<file path="config.mk">
export PLATFORM = sky130hd
export DESIGN_NAME = pccs_top
export DESIGN_NICKNAME = d
export VERILOG_FILES = /design/src/pkg/pccs_pkg.sv /design/src/core/pccs_prescaler.sv /design/src/core/pccs_top.sv
export SDC_FILE = /design/constraint.sdc
export NUM_CORES = 1
export LEC_CHECK = 0
export BUFFER_PORTS_ARGS = -buffer_cell sky130_fd_sc_hd__buf_2
export CORE_ASPECT_RATIO = 0.7
export CORE_MARGIN = 8
export CORE_UTILIZATION = 43
export CTS_CLUSTER_DIAMETER = 30
export CTS_CLUSTER_SIZE = 16
export DETAILED_ROUTE_END_ITERATION = 10
export GPL_TIMING_DRIVEN = 0
export PLACE_DENSITY_LB_ADDON = 0.25
export SLEW_MARGIN = 20
export SYNTH_ARGS = -nofsm -noshare
export SYNTH_HDL_FRONTEND = slang
export SYNTH_SLANG_ARGS = --single-unit
</file>
<file path="constraint.sdc">
create_clock -name clock_in -period 1.8 [get_ports clock_in]
set_clock_uncertainty 0.05 [all_clocks]
set_input_delay 0 -clock clock_in [delete_from_list [all_inputs] [get_ports clock_in]]
set_output_delay 0 -clock clock_in [all_outputs]
set_load 0.02 [all_outputs]
</file>
<file path="src/pkg/pccs_pkg.sv">
// Constants shared by the PWM channel clock select block
// What this block does
// - Channels 0,1,4,5 pick clock A or scaled A
// - Channels 2,3,6,7 pick clock B or scaled B
// - Select bit n: 0 unscaled, 1 scaled
// - Joined pair ignores its even channel's select
// - Select change may glitch one pulse, accepted
// - Clock A and B prescale held separately
// - Three-bit B code sets clock B rate
// - Prescale change may glitch one pulse, accepted
// - Code n divides bus clock by 2**n
// - Three-bit A code sets clock A rate
`default_nettype none

package pccs_pkg;

  // Register indices; the byte address is four times the index
  localparam logic [5:0] CLOCK_SOURCE_INDEX   = 6'h02;
  localparam logic [5:0] PRESCALE_INDEX       = 6'h03;
  localparam logic [5:0] UNIT_CONTROL_INDEX   = 6'h05;

  // Reset values
  localparam logic [7:0] CLOCK_SOURCE_RESET   = 8'h00;
  localparam logic [7:0] PRESCALE_RESET       = 8'h00;
  localparam logic [7:0] UNIT_CONTROL_RESET   = 8'h00;

  // Prescale register fields
  localparam int         DIVIDER_CODE_WIDTH   = 3;
  localparam int         CLOCK_A_CODE_LSB     = 0;
  localparam int         CLOCK_B_CODE_LSB     = 4;
  localparam logic [7:0] PRESCALE_WRITE_MASK  = 8'h77;

  // Unit control: pair join bits, pair p at bit PAIR_JOIN_LSB + p
  localparam int         PAIR_JOIN_LSB        = 4;
  localparam logic [7:0] UNIT_CONTROL_MASK    = 8'hf0;

  // Channels served by clock A (bit set) versus clock B
  localparam logic [7:0] CLOCK_A_CHANNELS     = 8'h33;

  function automatic logic [7:0] reg_byte_address(input logic [5:0] index);
    reg_byte_address = {index, 2'b00};
  endfunction

endpackage

`default_nettype wire

</file>
<file path="src/core/pccs_prescaler.sv">
// Power-of-two prescaler producing a one-cycle tick of the bus clock
`default_nettype none

module pccs_prescaler #(
  parameter int CODE_WIDTH  = 3,
  parameter int COUNT_WIDTH = 7
) (
  // Clock and reset
  input  wire logic                  clock_in,
  input  wire logic                  arst_n_in,
  // Divider code
  input  wire logic [CODE_WIDTH-1:0] divider_code_in,
  // Divided clock as an enable pulse
  output logic                       tick_out
);

  generate
    if (COUNT_WIDTH != (2 ** CODE_WIDTH) - 1) begin : g_bad_width
      $error("pccs_prescaler: COUNT_WIDTH must be 2**CODE_WIDTH-1");
    end
  endgenerate

  logic [COUNT_WIDTH-1:0] count;
  logic [COUNT_WIDTH-1:0] tick_mask;

  always_ff @(posedge clock_in or negedge arst_n_in) begin
    if (!arst_n_in) begin
      count <= '0;
    end else begin
      count <= count + 1'b1;
    end
  end

  // Low n bits of a free-running count all ones: once every 2**n cycles
  always_comb begin
    tick_mask = COUNT_WIDTH'((1 << divider_code_in) - 1);
  end

  always_ff @(posedge clock_in or negedge arst_n_in) begin
    if (!arst_n_in) begin
      tick_out <= 1'b0;
    end else begin
      tick_out <= ((count & tick_mask) == tick_mask);
    end
  end
endmodule

`default_nettype wire

</file>
<file path="src/core/pccs_top.sv">
// PWM channel clock source select with prescalers and Avalon-MM registers
`default_nettype none

module pccs_top #(
  parameter int NUM_CHANNELS = 8,
  parameter int ADDR_WIDTH   = 8
) (
  // Clock and reset
  input  wire logic                    clock_in,
  input  wire logic                    arst_n_in,
  // Avalon-MM slave
  input  wire logic [ADDR_WIDTH-1:0]   avs_address_in,
  input  wire logic                    avs_read_in,
  input  wire logic                    avs_write_in,
  input  wire logic [31:0]             avs_writedata_in,
  input  wire logic [3:0]              avs_byteenable_in,
  output logic      [31:0]             avs_readdata_out,
  output logic                         avs_waitrequest_out,
  // Scaled clocks from the scale dividers, one-cycle pulses
  input  wire logic                    scaled_clock_a_in,
  input  wire logic                    scaled_clock_b_in,
  // Prescaled base clocks, for the scale dividers
  output logic                         clock_a_tick_out,
  output logic                         clock_b_tick_out,
  // Per-channel counter clock enables
  output logic      [NUM_CHANNELS-1:0] channel_tick_out
);

  localparam int CW = pccs_pkg::DIVIDER_CODE_WIDTH;

  generate
    if (NUM_CHANNELS != 8) begin : g_bad_channels
      $error("pccs_top: the select map serves exactly eight channels");
    end
    if (ADDR_WIDTH < 8) begin : g_bad_addr
      $error("pccs_top: ADDR_WIDTH must cover the register map");
    end
  endgenerate

  // Registers
  logic [7:0] channel_clock_source_select;
  logic [7:0] base_clock_prescale_select;
  logic [7:0] unit_control_register;

  logic [CW-1:0] clock_a_divider_code;
  logic [CW-1:0] clock_b_divider_code;
  logic [3:0]    pair_join;

  assign clock_a_divider_code = base_clock_prescale_select[pccs_pkg::CLOCK_A_CODE_LSB +: CW];
  assign clock_b_divider_code = base_clock_prescale_select[pccs_pkg::CLOCK_B_CODE_LSB +: CW];
  assign pair_join            = unit_control_register[pccs_pkg::PAIR_JOIN_LSB +: 4];

  // ---------------------------------------------------------------
  // Bus slave: every access waits exactly one cycle
  // ---------------------------------------------------------------
  logic       bus_request;
  logic       bus_ack;
  logic       bus_accept;
  logic       write_accept;
  logic [5:0] bus_index;

  assign bus_request         = avs_read_in | avs_write_in;
  assign avs_waitrequest_out = bus_request & ~bus_ack;
  assign bus_accept          = bus_request & bus_ack;
  assign write_accept        = avs_write_in & bus_ack & avs_byteenable_in[0];
  assign bus_index           = avs_address_in[7:2];

  always_ff @(posedge clock_in or negedge arst_n_in) begin
    if (!arst_n_in) begin
      bus_ack <= 1'b0;
    end else begin
      bus_ack <= bus_request & ~bus_ack;
    end
  end

  function automatic logic [7:0] read_mux(input logic [5:0] index,
                                          input logic [7:0] src,
                                          input logic [7:0] pre,
                                          input logic [7:0] ctl);
    read_mux = 8'h00;
    if (index == pccs_pkg::CLOCK_SOURCE_INDEX) begin
      read_mux = src;
    end else if (index == pccs_pkg::PRESCALE_INDEX) begin
      read_mux = pre;
    end else if (index == pccs_pkg::UNIT_CONTROL_INDEX) begin
      read_mux = ctl;
    end
  endfunction

  // Read data captured in the wait cycle, stands at the accepting edge
  always_ff @(posedge clock_in or negedge arst_n_in) begin
    if (!arst_n_in) begin
      avs_readdata_out <= 32'h0000_0000;
    end else if (avs_read_in && !bus_ack) begin
      avs_readdata_out <= {24'h00_0000, read_mux(bus_index, channel_clock_source_select,
                                                 base_clock_prescale_select, unit_control_register)};
    end
  end

  // Select changes take effect at once; a running channel may see one odd pulse
  always_ff @(posedge clock_in or negedge arst_n_in) begin
    if (!arst_n_in) begin
      channel_clock_source_select <= pccs_pkg::CLOCK_SOURCE_RESET;
    end else if (write_accept && bus_index == pccs_pkg::CLOCK_SOURCE_INDEX) begin
      channel_clock_source_select <= avs_writedata_in[7:0];
    end
  end

  // Reserved bits are never stored, so they read back as zero
  always_ff @(posedge clock_in or negedge arst_n_in) begin
    if (!arst_n_in) begin
      base_clock_prescale_select <= pccs_pkg::PRESCALE_RESET;
    end else if (write_accept && bus_index == pccs_pkg::PRESCALE_INDEX) begin
      base_clock_prescale_select <= avs_writedata_in[7:0] & pccs_pkg::PRESCALE_WRITE_MASK;
    end
  end

  always_ff @(posedge clock_in or negedge arst_n_in) begin
    if (!arst_n_in) begin
      unit_control_register <= pccs_pkg::UNIT_CONTROL_RESET;
    end else if (write_accept && bus_index == pccs_pkg::UNIT_CONTROL_INDEX) begin
      unit_control_register <= avs_writedata_in[7:0] & pccs_pkg::UNIT_CONTROL_MASK;
    end
  end

  // ---------------------------------------------------------------
  // Prescalers for clock A and clock B
  // ---------------------------------------------------------------
  pccs_prescaler #(
    .CODE_WIDTH  (CW),
    .COUNT_WIDTH ((2 ** CW) - 1)
  ) u_prescaler_a (
    .clock_in        (clock_in),
    .arst_n_in       (arst_n_in),
    .divider_code_in (clock_a_divider_code),
    .tick_out        (clock_a_tick_out)
  );

  pccs_prescaler #(
    .CODE_WIDTH  (CW),
    .COUNT_WIDTH ((2 ** CW) - 1)
  ) u_prescaler_b (
    .clock_in        (clock_in),
    .arst_n_in       (arst_n_in),
    .divider_code_in (clock_b_divider_code),
    .tick_out        (clock_b_tick_out)
  );

  // ---------------------------------------------------------------
  // Channel clock routing
  // ---------------------------------------------------------------
  logic [NUM_CHANNELS-1:0] channel_source_bit;
  logic [NUM_CHANNELS-1:0] next_channel_tick;

  genvar ch;
  generate
    for (ch = 0; ch < NUM_CHANNELS; ch++) begin : g_channel
      // A joined pair runs from the odd channel's select
      if (ch % 2 == 0) begin : g_even
        assign channel_source_bit[ch] = pair_join[ch / 2] ? channel_clock_source_select[ch + 1]
                                                          : channel_clock_source_select[ch];
      end else begin : g_odd
        assign channel_source_bit[ch] = channel_clock_source_select[ch];
      end
      if (pccs_pkg::CLOCK_A_CHANNELS[ch]) begin : g_group_a
        assign next_channel_tick[ch] = channel_source_bit[ch] ? scaled_clock_a_in
                                                              : clock_a_tick_out;
      end else begin : g_group_b
        assign next_channel_tick[ch] = channel_source_bit[ch] ? scaled_clock_b_in
                                                              : clock_b_tick_out;
      end
    end
  endgenerate

  always_ff @(posedge clock_in or negedge arst_n_in) begin
    if (!arst_n_in) begin
      channel_tick_out <= '0;
    end else begin
      channel_tick_out <= next_channel_tick;
    end
  end
endmodule

`default_nettype wire

</file>
After elaboration in Yosys (flattened, before gate mapping). Index checks and enable logic that the tools add are counted.

Register bits: 51. Memories: 0. Memory bits (read-only): 0. Memory bits (writable): 0. Bits in latches: 0. Input port bits: 50.

Multipliers: 0. Muxes and demuxes: 15. Equality and inequality tests: 5. Reductions and logical operators: 5. Bitwise logic cells: 7. Shift-type cells: 2. Order comparisons: 0. Add/subtract/negate cells: 4. Divide/modulo/power cells: 0.

Operators with widths (number): 8-bit 2-to-1 mux (3); 7-bit by 1-bit adder with 7-bit output (second input constant) (2); 7-bit bitwise AND (2); 7-bit equality test (2); 1-bit by 3-bit << shifter with 7-bit output (first input constant) (2); 7-bit by 2-bit subtractor with 7-bit output (second input constant) (2); 6-bit by 2-bit equality test with 1-bit output (second input constant) (2); 1-bit 2-to-1 mux (12); 6-bit by 3-bit equality test with 1-bit output (second input constant) (1); 1-bit logical AND (4); 1-bit bitwise AND (3); 1-bit logical NOT (1); 1-bit NOT (1); 1-bit bitwise OR (1).

Logic depth before layout (Yosys ltp).
Depth after elaboration: 4. Gate-level depth with buffers: 5. Mapped depth without buffers: 4.

Modules after synthesis. A second synthesis with hierarchy kept.

Cells, all modules: 197. Area, all modules: 2459.9 sq um.

By module, submodules not included: pccs_top (cells each 141, instances 1, area an instance 1786.7 sq um); pccs_prescaler (cells each 28, instances 2, area an instance 336.6 sq um).

Worst setup path before layout. OpenSTA, ideal clock, no wires.

Path kind: reg2reg. From: reg bus_ack. To: reg base_clock_prescale_select[1]. Period minus slack after synthesis: 1.408 ns. Arrival time: 1.233 ns. Setup slack: 0.392 ns. Cell stages (with the launch flop): 5. Library setup time: 0.125 ns. Cells stage by stage: dfrtp_1 > and3_1 > and4_1 > buf_2 > mux2_2.

Longest elaborated chain between the ends: 3.

Ends and longest elaborated chain: from (decl) (RTL line pccs_top.sv:57) `logic bus_ack;`; from (signal assigned) (RTL line pccs_top.sv:72) `bus_ack <= bus_request & ~bus_ack;`; 1-bit bitwise AND (2 in series) (RTL line pccs_top.sv:65) `assign write_accept = avs_write_in & bus_ack & avs_byteenable_in[0];`; 1-bit logical AND (RTL line pccs_top.sv:113) `end else if (write_accept && bus_index == pccs_pkg::PRESCALE_INDEX) begin`; to (signal assigned) (RTL line pccs_top.sv:112) `base_clock_prescale_select <= pccs_pkg::PRESCALE_RESET;`; to (signal assigned) (RTL line pccs_top.sv:114) `base_clock_prescale_select <= avs_writedata_in[7:0] & pccs_pkg::PRESCALE_WRITE_MASK;`; to (decl) (RTL line pccs_top.sv:42) `logic [7:0] base_clock_prescale_select;`.

No other way between the ends. A chain may end at the register's enable or synchronous reset.

Worst setup path after layout.
From: in avs_address_in[6]. To: reg avs_readdata_out[7].

Longest elaborated chain between the ends: 4. Elaborated cells on any way between the ends: 6. Those cells by class: 3 x eq/ne; 3 x mux.

Ends and longest elaborated chain: from (decl) (RTL line pccs_top.sv:12) `input wire logic [ADDR_WIDTH-1:0] avs_address_in,`; 6-bit by 3-bit equality test with 1-bit output (RTL line pccs_top.sv:85) `end else if (index == pccs_pkg::UNIT_CONTROL_INDEX) begin`; 8-bit 2-to-1 mux (RTL line pccs_top.sv:85); 8-bit 2-to-1 mux (RTL line pccs_top.sv:83) `end else if (index == pccs_pkg::PRESCALE_INDEX) begin`; 8-bit 2-to-1 mux (*) (RTL line pccs_top.sv:81) `if (index == pccs_pkg::CLOCK_SOURCE_INDEX) begin`; to (signal assigned) (RTL line pccs_top.sv:95) `avs_readdata_out <= {24'h00_0000, read_mux(bus_index, channel_clock_source_select,`; to (decl) (RTL line pccs_top.sv:17) `output logic [31:0] avs_readdata_out,`.

Every way passes the cells marked *; elsewhere a longest branch is shown, timed or not.

==> results.env <==
OUTCOME='finished clean'
WORST-ENDPOINT-REQUIRED_NS=1.95
YS.WARNINGS.COUNT=0
YS_TOP_CELLS_BY_COUNT='sky130_fd_sc_hd__dfrtp_1, sky130_fd_sc_hd__buf_4, sky130_fd_sc_hd__mux2_2'
SETUP_VIOL=0
GRT_ANTENNA_BEFORE_REPAIR=0
SYNTHMOSTINSTANTIATEDCELL='sky130_fd_sc_hd__dfrtp_1'
CTS_HOLD_REPAIR.BUFFERS=17
ASYNC_RESET_FF_SHARE_PCT=100
FP.COREAREA_MM2=0.00529
IR_DROP_mV=0.458
SHARE_OF_SYNTHESIZED_AREA_OCCUPIED_BY_FLIP_FLOPS_AND_LATCHES_PCT=53.6
SLEW_VIOLATIONS=0
POWER.DENSITY_CELL_AREA_mW_PER_MM2=743
NUM_VIAS=1656
FP.DIEH_UM=78.2
MIN_DELAY_PATH_DEPTH=4
FINAL_DESIGN_AREA_NO_FILL_MM2=0.00300
DIODES=0
NETSWITCHINGPOWER_mW=0.595
PORT_BUFFERS=38
ANT_NETS=0
POSTROUTEWIRELENGTH_MM=4.83
WORSTMARGINPINSLEW_NS=0.634
IOS=93
SYNTHDOMINANTAREACELLTYPE='sky130_fd_sc_hd__dfrtp_1'
CELLLEAKAGEPOWER_nW=1.56
FIN_SETUP_TNS_NS=0
TIMING.SLEW.HEADROOM_PCT=57.7
FINAL-HOLD-VIOLATION-COUNT=0
LAYOUT.AREA.SEQ_MM2=0.00128
CLOCK_PATH_BUFFERS=2
GLOBALPLACE.CONGESTION=0.785
POWER.SEQUENTIAL.FRACTION_PCT=55.7
DIE_WIDTH_UM=105
N_FILL_CELL=490
POST_CTS.RESIZED_INSTANCES=0
ACHIEVABLE-FREQUENCY_GHz=0.593
DRV_CAP=0
AREA.GROWTH.SYNTH_TO_FINAL_PCT=26.1
SYNTH_TOP_AREA_SHARE_PCT=53.6
HOLD_PATH.CLASS='in2reg'
CTS_HTREE_LEVELS=2
POST-DP-HPWL_MM=3.65
CTS.REPAIR_TIMING.SETUP_BUFFER_COUNT=0
DRT_DRC_VIOLATIONS_LEFT=0
WORSTREGTOREGCELLS=4
CLKTRANSATPATHREGS_NS=0.08
KIND_OF_END_POINT_OF_THE_CRITICAL_PATH='register'
YOSYS-TOP-CELLS-AREA='sky130_fd_sc_hd__dfrtp_1, sky130_fd_sc_hd__mux2_2, sky130_fd_sc_hd__buf_4'
CATEGORY_OF_THE_CRITICAL_SETUP_TIMING_PATH='in2reg'
CLOCK_LATENCY_LATE_SINK_NS=0.29
CRIT_FANOUT=2
CP-START-KIND='input pin'
POST_ROUTE_CELLS_DRIVE_ABOVE_1_SHARE_PCT=33.8
GRT_SETUP_UNREPAIRED='false'
POST_SYNTH.CELL_AREA_AVG_UM2=11.8
FIN_NETS=338
DRT_FIRST_PASS_ITERS=4
PLACED_CELL_AREA_MM2=0.00275
VIA_COUNT_OF_THE_FIRST_GLOBAL_ROUTING_PASS=1612
DRT-VIAS-PER-INSTANCE=4.61
DR.FIRST_ITER.DRC_COUNT=59
GLOBALROUTETOTALUTIL_PCT=12.0
CRITPATHARRIVALTIME_NS=1.84
TIMING.REG2REG.SETUP_SLACK_NS=0.24
YS_TYPES=35
COMBPWRFRAC_PCT=16.6
YS_FF_LATCH=51
PWR-SHARE-CLK_PCT=27.7
MULTI_INPUT_COMB_AREA_UM2=966
DIE_OUTLINE_AREA_MM2=0.00821
GRT_PASS1_WL_MM=8.12
FIN_CRIT_NS=1.69
P_INT_mW=1.63
STD_CELL_ROWS=22
CLOCK_ROOT_BUFFER='sky130_fd_sc_hd__clkbuf_8'
STARTING_DENSITY_OF_THE_CORE_PCT=45.0
FRACTION_OF_POWER_SPENT_SWITCHING_NETS_PCT=26.7
MAPPED_AREA_MM2=0.00238
SYNTHESIS.INSTANCES=201
GRT_START_MAX_NET_PINS=52
DRT-WIRELENGTH-PER-CELL_UM=13.4
SYNTH_TOP_FLOP_CELL='sky130_fd_sc_hd__dfrtp_1'
MIN_PERIOD_OVER_PERIOD_PCT=93.8
SYNTH_ENABLE_FLOP_CELLS=0
CLOCK_SINK_COUNT=51
GLOBALROUTE.TOTALOVERFLOW=0
TRITONCTS_CLOCK_TREE='done'
CTS-BUFFERS-INSERTED=5
==> sequential cells by signal, indices dropped and copies added, names as in the netlist <==
| name | flops |
|---|---|
| channel_clock_source_select | 8 |
| u_prescaler_a.count | 7 |
| u_prescaler_a.tick_out | 1 |
| channel_tick_out | 8 |
| u_prescaler_b.count | 7 |
| base_clock_prescale_select | 6 |
| unit_control_register | 4 |
| u_prescaler_b.tick_out | 1 |
| avs_readdata_out | 8 |
| bus_ack | 1 |
==> power groups by stage <==
| stage | Sequential, mW | Clock (mW) | Combinational, mW |
|---|---|---|---|
| floorplan | 1.30 | 0 | 0.181 |
| global placement | 1.26 | 0 | 0.337 |
| detailed placement | 1.26 | 0 | 0.340 |
| CTS | 1.24 | 0.639 | 0.369 |
| global route | 1.25 | 0.687 | 0.407 |
| finish | 1.24 | 0.617 | 0.369 |
==> metrics by stage <==
step / setup slack [ns] / instances / util, % / hold slack, ns / total power, mW
after floorplan: 0.392 / 224 / - / -0.346 / 1.48
after global placement: 0.248 / 334 / 52.0 / 0.176 / 1.60
after detailed placement: 0.240 / 334 / 52.0 / 0.0138 / 1.60
after CTS: 0.113 / 359 / 56.8 / 0.0489 / 2.25
after global routing: 0.0160 / 359 / 56.8 / 0.106 / 2.34
final: 0.112 / 359 / 56.8 / 0.0487 / 2.23
==> area by class of cell <==
class                      instances  area share, %
buffer                            28           6.84
multi-input combinational        140           32.2
sequential                        51           42.5
clock inverter                     1          0.167
timing repair buffer              55           12.1
inverter                           5          0.626
clock buffer                       7           2.54
tap                               72           3.00
==> critical path, stage by stage <==
cell,delay [ns]
sky130_fd_sc_hd__dlygate4sd3_1,0.53
sky130_fd_sc_hd__buf_2,0.14
sky130_fd_sc_hd__or3_4,0.38
sky130_fd_sc_hd__dlygate4sd3_1,0.57
sky130_fd_sc_hd__o31ai_1,0.23
==> cell families (layout without fill, tap and decap cells) <==
| group | after synthesis | after routing | share of synthesized area (%) |
|---|---|---|---|
| XOR/XNOR | 10 | 10 | 3.68 |
| AND/OR/NAND/NOR | 48 | 48 | 10.7 |
| adder cells (fa/ha/maj) | 2 | 2 | 1.05 |
| other | 1 | 24 | 0.158 |
| multiplexers | 30 | 30 | 13.8 |
| AO/OA/AOI/OAI | 26 | 26 | 7.57 |
| buffers and inverters | 33 | 96 | 9.41 |
| flip-flops | 51 | 51 | 53.6 |
==> path summary, 6_finish.rpt <==
path / start / endpoint
worst max register to register: bus_ack / base_clock_prescale_select[5]
worst min-delay path: avs_address_in[7] / avs_readdata_out[0]
worst max-delay path: avs_address_in[6] / avs_readdata_out[7]
worst min register to register: u_prescaler_a.count[3] / u_prescaler_a.count[3]
min in group asynchronous: arst_n_in / u_prescaler_b.count[1]
max in group asynchronous: arst_n_in / avs_readdata_out[2]
==> layout by cell type (no fill, tap or decap), drive strengths merged, types with 8 or more instances in the layout <==
cell type / instances
clkbuf: 8
nand2: 14
nor2: 13
buf: 65
dfrtp: 51
o21ai: 9
conb: 24
mux2: 23
dlygate4sd3: 17
==> routing by layer <==
layer	global-route usage, %	part of all wire (%)	wire [um]	vias to the layer above
met5	0	0	0	-
met4	2.98	0.83	40	0
met3	4.16	8.0	385	6
met2	16.3	39	1880	58
met1	17.5	52	2520	772
li1	-	-	-	820
No activity file was read; power rests on OpenSTA's default activity.
